$ cat config.mk
export PLATFORM = sky130hd
export DESIGN_NAME = fbh_ctrl
export DESIGN_NICKNAME = d
export VERILOG_FILES = /design/src/fbh_pkg.sv /design/src/fbh_ctrl.sv /design/src/fbh_timer.sv
export VERILOG_INCLUDE_DIRS = /design/src /design/src/src
export SDC_FILE = /design/constraint.sdc
export NUM_CORES = 1
export LEC_CHECK = 0
export BUFFER_PORTS_ARGS = -buffer_cell sky130_fd_sc_hd__buf_2
export CAP_MARGIN = 20
export CORE_UTILIZATION = 56
export CTS_CLUSTER_SIZE = 25
export DETAILED_ROUTE_END_ITERATION = 16
export GPL_TIMING_DRIVEN = 0
export HOLD_SLACK_MARGIN = 0.02
export PLACE_DENSITY = 0.84
export SLEW_MARGIN = 15
export SYNTH_ARGS = -nofsm -noshare
export SYNTH_HDL_FRONTEND = slang
export SYNTH_SLANG_ARGS = --single-unit
$ cat constraint.sdc
create_clock -name core_clk_in -period 5.8 [get_ports core_clk_in]
set_clock_uncertainty 0.15 [all_clocks]
set_input_delay 1.16 -clock core_clk_in [delete_from_list [all_inputs] [get_ports core_clk_in]]
set_output_delay 1.16 -clock core_clk_in [all_outputs]
set_load 0.01 [all_outputs]
$ cat src/fbh_regs.svh
// register offsets, fields and timing counts of the flash bus host
// assumes a 40 MHz core clock and a 32-bit AXI4-Lite register port
//
// How it works
// - read: chip select and output gate low, write strobe high; data returned.
// - write cycle: write strobe and chip select low, output gate held high.
// - shortcut program mode needs two write cycles instead of four.
// - protect: elevated select voltage, write with address bit6 low, bit1 high, bit0 low.
// - unprotect: same elevated write but address bit six high.
`ifndef FBH_REGS_SVH
`define FBH_REGS_SVH

`define FBH_CTRL_OFS      8'h00
`define FBH_ADDR_OFS      8'h04
`define FBH_WDATA_OFS     8'h08
`define FBH_RDATA_OFS     8'h0C
`define FBH_STAT_OFS      8'h10

`define FBH_CTRL_GO       0
`define FBH_CTRL_OP_LO    1
`define FBH_CTRL_OP_HI    2
`define FBH_CTRL_BYTE     3
`define FBH_CTRL_FRST     4
`define FBH_CTRL_TMPU     5

`define FBH_STAT_BUSY     0
`define FBH_STAT_RDY      1
`define FBH_STAT_DONE     2

`define FBH_A6            6
`define FBH_A1            1
`define FBH_A0            0
`define FBH_MSB           15

`define FBH_RESP_OKAY     2'h0
`define FBH_RESP_SLVERR   2'h2

`define FBH_CLK_MHZ       40
`define FBH_SETUP_NS      25
`define FBH_RD_ACC_NS     120
`define FBH_WR_PULSE_NS   50
`define FBH_HOLD_NS       25
`define FBH_SYNC_CYC      2
`define FBH_CYC(ns)       ((((ns) * `FBH_CLK_MHZ) + 999) / 1000)

`endif

$ cat src/fbh_pkg.sv
// types shared by the flash bus host files
// assumes fbh_regs.svh for all numeric constants
package fbh_pkg;

  typedef enum logic [1:0] {
    FBH_IDLE   = 2'b00,
    FBH_SETUP  = 2'b01,
    FBH_STROBE = 2'b11,
    FBH_HOLD   = 2'b10
  } fbh_state_t;

  typedef enum logic [1:0] {
    FBH_OP_READ    = 2'b00,
    FBH_OP_WRITE   = 2'b01,
    FBH_OP_PROTECT = 2'b10,
    FBH_OP_UNPROT  = 2'b11
  } fbh_op_t;

endpackage : fbh_pkg

$ cat src/fbh_ctrl.sv
// flash bus host: runs single read, write and protect cycles on a parallel flash
// assumes an AXI4-Lite master that keeps one write and one read outstanding at most
//
// Decided for this implementation: the AXI4-Lite interface to the registers and the placing of the registers.
`timescale 1ns/1ps
`default_nettype none
`include "fbh_regs.svh"
module fbh_ctrl import fbh_pkg::*; (
  // clock and reset
  input  wire logic        core_clk_in,
  input  wire logic        reset_n_in,
  // axi4-lite write
  input  wire logic [7:0]  s_axi_awaddr_in,
  input  wire logic        s_axi_awvalid_in,
  output logic             s_axi_awready_out,
  input  wire logic [31:0] s_axi_wdata_in,
  input  wire logic [3:0]  s_axi_wstrb_in,
  input  wire logic        s_axi_wvalid_in,
  output logic             s_axi_wready_out,
  output logic [1:0]       s_axi_bresp_out,
  output logic             s_axi_bvalid_out,
  input  wire logic        s_axi_bready_in,
  // axi4-lite read
  input  wire logic [7:0]  s_axi_araddr_in,
  input  wire logic        s_axi_arvalid_in,
  output logic             s_axi_arready_out,
  output logic [31:0]      s_axi_rdata_out,
  output logic [1:0]       s_axi_rresp_out,
  output logic             s_axi_rvalid_out,
  input  wire logic        s_axi_rready_in,
  // flash pins
  output logic [17:0]      address_lines_out,
  input  wire logic [15:0] data_lines_in,
  output logic [15:0]      data_lines_out,
  output logic [15:0]      data_lines_oe_n_out,
  output logic             chip_sel_n_out,
  output logic             out_gate_n_out,
  output logic             wr_strobe_n_out,
  output logic             flash_reset_n_out,
  output logic             elevated_select_voltage_out,
  output logic             width_sel_out,
  input  wire logic        ready_busy_n_in
);
  localparam logic [3:0] SETUP_CYC = 4'(`FBH_CYC(`FBH_SETUP_NS));
  localparam logic [3:0] RD_CYC    = 4'(`FBH_CYC(`FBH_RD_ACC_NS) + `FBH_SYNC_CYC);
  localparam logic [3:0] WR_CYC    = 4'(`FBH_CYC(`FBH_WR_PULSE_NS));
  localparam logic [3:0] HOLD_CYC  = 4'(`FBH_CYC(`FBH_HOLD_NS));

  fbh_state_t  state_q, state_d;
  fbh_op_t     op_q;
  logic        byte_q, frst_q, tmpu_q, done_q;
  logic [18:0] addr_q;
  logic [15:0] wdata_q, rdata_q;
  logic [15:0] dq_meta_q, dq_sync_q;
  logic [1:0]  rb_q;
  logic        tmr_done, tmr_load;
  logic [3:0]  tmr_count;
  logic        wr_fire, go, is_rd, busy;

  // pin inputs cross two flops before any use
  always_ff @(posedge core_clk_in or negedge reset_n_in) begin
    if (!reset_n_in) begin
      dq_meta_q <= 16'h0000;
      dq_sync_q <= 16'h0000;
      rb_q      <= 2'h0;
    end else begin
      dq_meta_q <= data_lines_in;
      dq_sync_q <= dq_meta_q;
      rb_q      <= {rb_q[0], ready_busy_n_in};
    end
  end

  // register writes
  assign wr_fire = s_axi_awvalid_in && s_axi_wvalid_in && !s_axi_bvalid_out;
  assign s_axi_awready_out = wr_fire;
  assign s_axi_wready_out  = wr_fire;
  assign busy = (state_q != FBH_IDLE);
  // a start while the flash is held in reset is dropped
  assign go = wr_fire && (s_axi_awaddr_in == `FBH_CTRL_OFS) && s_axi_wstrb_in[0]
              && s_axi_wdata_in[`FBH_CTRL_GO] && !busy && !frst_q;
  assign is_rd = (op_q == FBH_OP_READ);

  always_ff @(posedge core_clk_in or negedge reset_n_in) begin
    if (!reset_n_in) begin
      op_q    <= FBH_OP_READ;
      byte_q  <= 1'b0;
      frst_q  <= 1'b0;
      tmpu_q  <= 1'b0;
      addr_q  <= 19'h00000;
      wdata_q <= 16'h0000;
    end else if (wr_fire && s_axi_wstrb_in[0] && !busy) begin
      case (s_axi_awaddr_in)
        `FBH_CTRL_OFS: begin
          op_q   <= fbh_op_t'(s_axi_wdata_in[`FBH_CTRL_OP_HI:`FBH_CTRL_OP_LO]);
          byte_q <= s_axi_wdata_in[`FBH_CTRL_BYTE];
          frst_q <= s_axi_wdata_in[`FBH_CTRL_FRST];
          tmpu_q <= s_axi_wdata_in[`FBH_CTRL_TMPU];
        end
        `FBH_ADDR_OFS:  addr_q  <= s_axi_wdata_in[18:0];
        `FBH_WDATA_OFS: wdata_q <= s_axi_wdata_in[15:0];
        default: ;
      endcase
    end
  end

  always_ff @(posedge core_clk_in or negedge reset_n_in) begin
    if (!reset_n_in) begin
      s_axi_bvalid_out <= 1'b0;
      s_axi_bresp_out  <= `FBH_RESP_OKAY;
    end else if (wr_fire) begin
      s_axi_bvalid_out <= 1'b1;
      s_axi_bresp_out  <= (s_axi_awaddr_in == `FBH_RDATA_OFS ||
                           s_axi_awaddr_in > `FBH_STAT_OFS) ? `FBH_RESP_SLVERR : `FBH_RESP_OKAY;
    end else if (s_axi_bready_in) begin
      s_axi_bvalid_out <= 1'b0;
    end
  end

  // register reads
  assign s_axi_arready_out = !s_axi_rvalid_out;
  always_ff @(posedge core_clk_in or negedge reset_n_in) begin
    if (!reset_n_in) begin
      s_axi_rvalid_out <= 1'b0;
      s_axi_rdata_out  <= 32'h00000000;
      s_axi_rresp_out  <= `FBH_RESP_OKAY;
    end else if (s_axi_arvalid_in && !s_axi_rvalid_out) begin
      s_axi_rvalid_out <= 1'b1;
      s_axi_rresp_out  <= `FBH_RESP_OKAY;
      case (s_axi_araddr_in)
        `FBH_CTRL_OFS:  s_axi_rdata_out <= {26'h0, tmpu_q, frst_q, byte_q, op_q, 1'b0};
        `FBH_ADDR_OFS:  s_axi_rdata_out <= {13'h0, addr_q};
        `FBH_WDATA_OFS: s_axi_rdata_out <= {16'h0, wdata_q};
        `FBH_RDATA_OFS: s_axi_rdata_out <= {16'h0, rdata_q};
        `FBH_STAT_OFS:  s_axi_rdata_out <= {29'h0, done_q, rb_q[1], busy};
        default: begin
          s_axi_rdata_out <= 32'h00000000;
          s_axi_rresp_out <= `FBH_RESP_SLVERR;
        end
      endcase
    end else if (s_axi_rready_in) begin
      s_axi_rvalid_out <= 1'b0;
    end
  end

  // cycle sequencer
  always_comb begin
    state_d   = state_q;
    tmr_load  = 1'b0;
    tmr_count = SETUP_CYC;
    case (state_q)
      FBH_IDLE: if (go) begin
        state_d  = FBH_SETUP;
        tmr_load = 1'b1;
      end
      FBH_SETUP: if (tmr_done) begin
        state_d   = FBH_STROBE;
        tmr_load  = 1'b1;
        tmr_count = is_rd ? RD_CYC : WR_CYC;
      end
      FBH_STROBE: if (tmr_done) begin
        state_d   = FBH_HOLD;
        tmr_load  = 1'b1;
        tmr_count = HOLD_CYC;
      end
      FBH_HOLD: if (tmr_done) state_d = FBH_IDLE;
      default: state_d = FBH_IDLE;
    endcase
  end

  fbh_timer u_timer (
    .core_clk_in (core_clk_in),
    .reset_n_in  (reset_n_in),
    .load_in     (tmr_load),
    .count_in    (tmr_count),
    .done_out    (tmr_done)
  );

  always_ff @(posedge core_clk_in or negedge reset_n_in) begin
    if (!reset_n_in) begin
      state_q <= FBH_IDLE;
    end else if (frst_q) begin
      state_q <= FBH_IDLE;
    end else begin
      state_q <= state_d;
    end
  end

  // read data is taken at the end of hold, once the synchroniser has covered the access time
  always_ff @(posedge core_clk_in or negedge reset_n_in) begin
    if (!reset_n_in) begin
      rdata_q <= 16'h0000;
    end else if (state_q == FBH_HOLD && tmr_done && is_rd) begin
      rdata_q <= byte_q ? {8'h00, dq_sync_q[7:0]} : dq_sync_q;
    end
  end

  // done is sticky; a completion in the clearing cycle wins
  always_ff @(posedge core_clk_in or negedge reset_n_in) begin
    if (!reset_n_in) begin
      done_q <= 1'b0;
    end else if (state_q == FBH_HOLD && tmr_done) begin
      done_q <= 1'b1;
    end else if (wr_fire && s_axi_awaddr_in == `FBH_STAT_OFS && s_axi_wstrb_in[0]
                 && s_axi_wdata_in[`FBH_STAT_DONE]) begin
      done_q <= 1'b0;
    end
  end

  // pin drive, all from flops; pins follow the registered state so that address,
  // width and op fields loaded with go settle a cycle before any strobe falls
  always_ff @(posedge core_clk_in or negedge reset_n_in) begin
    if (!reset_n_in) begin
      chip_sel_n_out              <= 1'b1;
      out_gate_n_out              <= 1'b1;
      wr_strobe_n_out             <= 1'b1;
      flash_reset_n_out           <= 1'b1;
      elevated_select_voltage_out <= 1'b0;
      width_sel_out               <= 1'b1;
      address_lines_out           <= 18'h00000;
      data_lines_out              <= 16'h0000;
      data_lines_oe_n_out         <= 16'hFFFF;
    end else begin
      // chip select idles high for standby between cycles
      chip_sel_n_out    <= (state_q == FBH_IDLE) || frst_q;
      out_gate_n_out    <= !(state_q == FBH_STROBE && is_rd && !frst_q);
      wr_strobe_n_out   <= !(state_q == FBH_STROBE && !is_rd && !frst_q);
      flash_reset_n_out <= !frst_q;
      elevated_select_voltage_out <= tmpu_q ||
                         (state_q != FBH_IDLE && op_q[1] && !frst_q);
      width_sel_out     <= !byte_q;
      address_lines_out <= byte_q ? addr_q[18:1] : addr_q[17:0];
      if (op_q[1]) begin
        address_lines_out[`FBH_A6] <= op_q[0];
        address_lines_out[`FBH_A1] <= 1'b1;
        address_lines_out[`FBH_A0] <= 1'b0;
      end
      data_lines_out <= wdata_q;
      if (byte_q) begin
        data_lines_out[`FBH_MSB] <= addr_q[0];
      end
      // never drive while the flash may drive; held one phase past the strobe
      data_lines_oe_n_out <= 16'hFFFF;
      if (state_q != FBH_IDLE && !is_rd && !frst_q) begin
        data_lines_oe_n_out <= byte_q ? 16'hFF00 : 16'h0000;
      end
      if (byte_q && !frst_q) begin
        data_lines_oe_n_out[`FBH_MSB] <= 1'b0;
      end
    end
  end
endmodule : fbh_ctrl
`default_nettype wire

$ cat src/fbh_timer.sv
// phase timer: after a load of n, done pulses in the n-th cycle
// assumes a load value of at least one
`timescale 1ns/1ps
`default_nettype none
module fbh_timer import fbh_pkg::*; (
  // clock and reset
  input  wire logic       core_clk_in,
  input  wire logic       reset_n_in,
  // control
  input  wire logic       load_in,
  input  wire logic [3:0] count_in,
  output logic            done_out
);
  logic [3:0] cnt_q;

  always_ff @(posedge core_clk_in or negedge reset_n_in) begin
    if (!reset_n_in) begin
      cnt_q <= 4'h0;
    end else if (load_in) begin
      cnt_q <= count_in;
    end else if (cnt_q != 4'h0) begin
      cnt_q <= cnt_q - 4'h1;
    end
  end

  // not gated by load: the sequencer loads on done, and gating would close a loop
  assign done_out = (cnt_q == 4'h1);
endmodule : fbh_timer
`default_nettype wire

==> metrics.md, run 1 <==
| Metric | Value |
|---|---|
| Worst skew pair latency | approximately 0.43 ns |
| Startpoint Class | input port |
| Clk buf depth | 2 |
| Final GP Congestion | 0.859 |
| DR iter-0 viols | 183 |
| Drt pass-1 iters | 5 |
| Vias in the first global route | 4,227 |
| Crit Path Category | input port to primary output |
| Cells after Synth | between 400 and 500 |
| Root buf cell | clkbuf_16 |
| First-pass GRT wire length | between 20,000 and 25,000 um |
| Fmax achieved | between 0.3 and 0.4 GHz |
| Port bufs | 140 |
| Setup TNS | 0 ns |
| WHS | just under 0.2 ns |
| Num rows | 38 |
| Total track usage | about a quarter |
| Per-cell routed wire length | 17.6 um |
| Drt drc | 0 |
| Pwr Total | between 2 and 3 mW |
| Warning count from the yosys run | 0 |
| Post-route ant nets | 0 |
| Drt via density | between 5 and 6 |
| Post-Syn Area | ~6500 um^2 |
| Clk slew on worst S/H paths | ~0.060 ns |
| Resize count post-CTS | 0 |
| Slew Limit Headroom | roughly 36% |
| TritonCTS clock tree | yes |
| Layout Utilization | approximately 73% |
| PD cells | about 360 nW/um^2 |
| Dpl hpwl | 9710 um |
| RSZ-0062 raised after global routing | no |
| Predominant post-synthesis flop cell | dfrtp_1 |
| CP Max Fanout | 4 |
| Die H | around 110 um |
| Final setup viols | 0 |
| Seq cells post-synth | about 160 |
| Postcts setup bufs | 0 |
| Top cell type's share of synthesized area | 59.9% |
| Max VDD drop | ~0.24 mV |
| Final Cycle Share | between 50% and 60% |
| DP Area | approximately 7400 um^2 |
| Share of cells above drive strength 1 | approximately 48% |
| Worst Tran Pin Value | ~0.95 ns |
| Arrival @ worst endpoint | roughly 1.8 ns |
| Post-Route WL | between 10,000 and 15,000 um |
| Die ar. | 12,000 um^2 |
| ANT cells | 0 |
| Register Area | 4090 um^2 |
| Core area | 11,000 um^2 |
| Final Cell Area | just over 8000 um^2 |
| Synth top area cells | dfrtp_1, mux2_2, buf_4 |
| Cell variety after synth | 53 |
| Status | finished, final reports clean |
| Final hold viol count | 0 |
| H-tree Lvls | 4 |
| Filler cells | between 700 and 800 |
| Detailed-route via count | 4,164 |
| WP data required | 4.49 ns |
| Cell taking the most area after synthesis | dfrtp_1 |
| Area grow syn2layout | 24.6% |
| Grt ovf | 0 |
| Chip width | about 110 um |
| Initial antenna violation count | 0 |
| CTS Hold Bufs | 0 |
| Register area share after synthesis | 63.2% |
| Pins Over Slew Limit | 0 |
| FFs w/ async S/R, synth | 100% |
| Hold WC Path Type | flop to flop |
| CTS Sinks | approximately 160 |
| Syn_area_per_cell | ~14 um^2 |
| EDFF count, synth | 0 |
| Fin crit period | 3.08 ns |
| I/O Pins | ~170 |
| Layout Nets | 709 |
| Pleak | 4.13 nW |
| Largest net degree at the start of global routing | just over 100 |
| Critical Path End Type | primary output |
| Max_cap viols | 0 |
| Area of the multi-input gates | ~2100 um^2 |
| CTS buffer count | 17 |
| Initial Util | 58.7% |
-- worst max-delay path, stage by stage --
cell	delay (ns)
buf_2	0.10
nand3_1	0.13
inv_1	0.11
buf_4	0.14
buf_2	0.13
-- cell usage after synthesis, drive strengths merged (3+ instances only) --
cell type and instances:
ha 3, dfrtp 155, dfstp 8, a22o 3, a21oi 4, nand2 21, nor3b 5, mux2i 8
nor3 7, buf 41, clkbuf 7, mux2 82, inv 13, and2 3, o21ai 29, a22oi 10
nor2b 10, nand3 3, nand4 5, nor2 9, mux4 3
-- state kept, by name, summed over array words and instances, names as in the netlist, 2 cells and up --
signal,cells
addr_q,19
address_lines_out,18
data_lines_oe_n_out,3
data_lines_out,16
dq_meta_q,16
dq_sync_q,16
op_q,2
rb_q,2
rdata_q,16
s_axi_rdata_out,19
state_q,2
u_timer.cnt_q,4
wdata_q,16
-- power breakdown --
| part | total, mW | internal [mW] | leakage [nW] | switching, mW |
|---|---|---|---|---|
| clock network | 1.17 | 0.708 | 0.306 | 0.464 |
| registers | 1.31 | 1.24 | 2.12 | 0.0656 |
| logic | 0.395 | 0.194 | 1.70 | 0.201 |
-- metrics by stage --
step	setup slack, ns	cells
after floorplan	2.91	470
after global placement	1.22	750
after detailed placement	2.71	751
after CTS	2.71	783
after global routing	2.66	783
final	2.72	783
-- area by class of cell --
type	count	area share, %
tap	140	2.17
buffer	48	3.97
inverter	13	0.605
multi-input combinational	246	25.6
sequential	163	50.7
clock buffer	19	5.62
clock inverter	13	2.17
timing repair buffer	141	9.15
-- kinds of logic (layout without fill, tap and decap cells) --
kind of cell | count (synthesis) | after routing | share of synthesized area, %
flip-flops | 163 | 163 | 63.2
adder cells (fa/ha/maj) | 3 | 3 | 0.580
AND/OR/NAND/NOR | 74 | 74 | 7.37
other | 1 | 15 | 0.0579
AO/OA/AOI/OAI | 59 | 59 | 5.72
multiplexers | 93 | 93 | 17.1
XOR/XNOR | 2 | 2 | 0.271
buffers and inverters | 61 | 234 | 5.70
-- per-layer routing --
metal,part of all wire (%),wire [um],GRT usage [%]
met4,3.1,425,12.1
met2,51,7010,40.8
met3,6.4,879,6.94
met5,0,0,0
met1,40,5480,31.0
-- final timing paths --
check	to	cells after the start	slack [ns]	start
max in group asynchronous	wr_strobe_n_out	2	4.15	reset_n_in
setup / recovery	s_axi_wready_out	5	2.72	s_axi_awvalid_in
setup reg to reg	rdata_q[4]	7	3.20	u_timer.cnt_q[1]
hold / removal	dq_sync_q[6]	0	0.20	dq_meta_q[6]
min in group asynchronous	data_lines_out[3]	1	0.50	reset_n_in
hold reg to reg	dq_sync_q[6]	0	0.20	dq_meta_q[6]
-- placed cells by master (no fill, tap or decap), drive strengths merged, types with 4 or more instances in the layout --
cell and instances:
a22oi 10, nor2 9, buf 182, a21oi 4
clkbuf 26, nor3b 5, nor2b 10, nor3 7
dfstp 8, clkinv 6, nand2 21, mux2 82
conb 15, o21ai 29, dfrtp 155, mux2i 8
inv 16, nand4 5
(Power assumes the default switching activity.)
==> run 2: changes to the inputs <==
- CORE_UTILIZATION: 56 -> 52
- PLACE_DENSITY: 0.84 -> 0.79
- clock period: 5.8 -> 3.1 ns (I/O delays scaled with it)
==> run 2 against run 1 <==
  * Critical path type is now flop to flop
  * Largest power group unchanged
  * Sequential cell count unchanged
  * First-iteration DRC count up 30%
  * Register-to-register slack worse by 2.7 ns
  * Sequential share of layout area down 0.063 points
  * Critical path depth up 2
  * Combinational power up 92%
==> metrics.md, run 2 (synthesized netlist as in run 1, its figures left out) <==
| Metric | Value |
|---|---|
| Final Cycle Share | slightly above 80% |
| WP data required | 3.26 ns (was 4.49 ns) |
| Fin crit period | 2.57 ns |
| Met2 Use GR | 38.7% (was 40.8%) |
| Top flop regs | addr_q: 19 flops, s_axi_rdata_out: 19 flops, address_lines_out: 18 flops (unchanged) |
| PD cells | 658 nW/um^2 (was 357 nW/um^2) |
| Total track usage | 23.1% (was 25.0%) |
| H-tree Lvls | 4 (unchanged) |
| Met1 usage | 27.4% (was 31.0%) |
| Slowest CP cell | nor4_4 (was buf_4) |
| Share of cells above drive strength 1 | 47.7% (was 48.2%) |
| Filler cells | 869 (was 726) |
| Clk slew on worst S/H paths | 0.06 ns (about the same) |
| Initial Util | 53.7% (was 58.7%) |
| Drt pass-1 iters | 4 (was 5) |
| Per-cell routed wire length | 17.3 um (was 17.6 um) |
| Final Cell Area | 8080 um^2 (was 8070 um^2) |
| Final worst slack | 0.535 ns (was 2.72 ns) |
| Root buf cell | clkbuf_16 (unchanged) |
| Final GP Congestion | 0.825 (was 0.859) |
| Grt ovf | 0 (unchanged) |
| Num rows | 40 (was 38) |
| CP Max Fanout | 10 (was 4) |
| Die ar. | 12,900 um^2 (was 12,000 um^2) |
| RSZ-0062 raised after global routing | no (unchanged) |
| Post-Route WL | 14,100 um (was 13,800 um) |
| Core area | 12,100 um^2 (was 11,000 um^2) |
| Setup slack, reg-to-reg | 0.53 ns (was 3.20 ns) |
| Chip width | 114 um (was 110 um) |
| Detailed-route via count | 4,130 (was 4,164) |
| ANT cells | 0 (unchanged) |
| Worst Tran Pin Value | 0.963 ns (was 0.951 ns) |
| Postcts setup bufs | 0 (unchanged) |
| Status | finished, final reports clean (unchanged) |
| DP Area | 7470 um^2 (was 7440 um^2) |
| Arrival @ worst endpoint | 2.72 ns (was 1.77 ns) |
| Met3 GRT Util | 6.11% (was 6.94%) |
| Most frequent cells in the layout | dfrtp_1, buf_2, mux2_2, buf_4, o21ai_0 (unchanged) |
| Max_cap viols | 0 (unchanged) |
| I/O Pins | 173 (unchanged) |
| Worst skew pair latency | 0.43 ns (about the same) |
| DR iter-0 viols | 237 (was 183) |
| CTS buffer count | 17 (unchanged) |
| Most common cell after layout, fill and taps aside | dfrtp_1 (unchanged) |
| Startpoint Class | flop (was input port) |
| Critical Path End Type | flop (was primary output) |
| Pins Over Slew Limit | 0 (unchanged) |
| Area grow syn2layout | 24.8% (was 24.6%) |
| Slowest stage delay, CP | 0.52 ns (was 0.14 ns) |
| Max VDD drop | 0.385 mV (was 0.243 mV) |
| Crit Path Category | flop to flop (was input port to primary output) |
| Fmax achieved | around 0.39 GHz |
| Die H | 114 um (was 110 um) |
| Final setup viols | 0 (unchanged) |
| Setup WS pre-CTS | 0.561 ns (was 2.71 ns) |
| Post-route ant nets | 0 (unchanged) |
| Largest net degree at the start of global routing | 116 (was 102) |
| First-pass GRT wire length | 22,000 um (was 21,500 um) |
| Vias in the first global route | 4,176 (was 4,227) |
| Port bufs | 140 (unchanged) |
| Final hold viol count | 0 (unchanged) |
| Drt via density | 5.09 (was 5.32) |
| Pleak | 4.11 nW (was 4.13 nW) |
| Hold WC Path Type | input port to flop (was flop to flop) |
| GR peak layer | met2 (unchanged) |
| Clk buf depth | 2 (unchanged) |
| Initial antenna violation count | 1 (was 0) |
| Slew Limit Headroom | 34.9% (was 35.7%) |
| Pwr Total | 5.31 mW (was 2.88 mW) |
| TritonCTS clock tree | yes (unchanged) |
| Layout Nets | 710 (was 709) |
| Crit path cell chain | inv_1 > ha_1 > nor3b_2 > nand2_1 > nor4_4 > buf_4 > mux2_2 (was buf_2 > nand3_1 > inv_1 > buf_4 > buf_2) |
| Layout Utilization | 67.0% (was 73.1%) |
| Drt drc | 0 (unchanged) |
| Dpl hpwl | 9790 um (was 9710 um) |
| CTS Sinks | 163 (unchanged) |
==> run 2: worst max-delay path, delay by kind of cell, from the launching register on <==
| family | cells | cell delay, ns |
|---|---|---|
| adder cells (fa/ha/maj) | 1 | 0.18 |
| buffers and inverters | 2 | 0.44 |
| flip-flops | 1 | 0.39 |
| multiplexers | 1 | 0.36 |
| AND/OR/NAND/NOR | 3 | 0.94 |
==> run 2: layout make-up <==
| class | instances | area (um^2) | area share [%] |
|---|---|---|---|
| flip-flops and latches | 163 | 4090 | 50.6 |
| multi-input cells | 246 | 2070 | 25.6 |
| well taps | 168 | 210 | 2.60 |
| plain buffers | 48 | 320 | 3.97 |
| repair buffers | 142 | 748 | 9.26 |
| clock buffers | 21 | 460 | 5.70 |
| clock inverters | 10 | 133 | 1.64 |
| inverters | 13 | 48.8 | 0.604 |
==> run 2: path summary, 6_finish.rpt <==
check,startpoint,end,depth (start not counted)
worst max-delay path,u_timer.cnt_q[1],rdata_q[15],7
max in group asynchronous,reset_n_in,s_axi_rdata_out[5],3
worst min-delay path,data_lines_in[4],dq_meta_q[4],1
worst max register to register,u_timer.cnt_q[1],rdata_q[15],7
worst min register to register,dq_meta_q[13],dq_sync_q[13],0
min in group asynchronous,reset_n_in,address_lines_out[12],2
==> run 2: per-stage QoR <==
stage	setup TNS (ns)	hold slack (ns)	std cells
after floorplan	0	0.174	470
after global routing	0	0.137	811
final	0	0.147	811
after global placement	-144.84	0.183	778
after CTS	0	0.133	811
after detailed placement	0	0.185	779
==> run 2: repair_timing <==
item                      CTS  global route
hold endpoints to repair   40             0
hold buffers                1             0
gates resized for setup     0             0
==> run 2: where the power goes <==
group | switching [mW] | total [mW] | internal, mW
Clock | 0.795 | 2.09 | 1.30
Combinational | 0.396 | 0.760 | 0.363
Sequential | 0.135 | 2.46 | 2.33
==> run 2: metal layers <==
layer,routed length [um],vias to the layer above
met4,465,0
li1,-,1891
met5,0,-
met1,5640,2052
met2,7050,153
met3,895,34
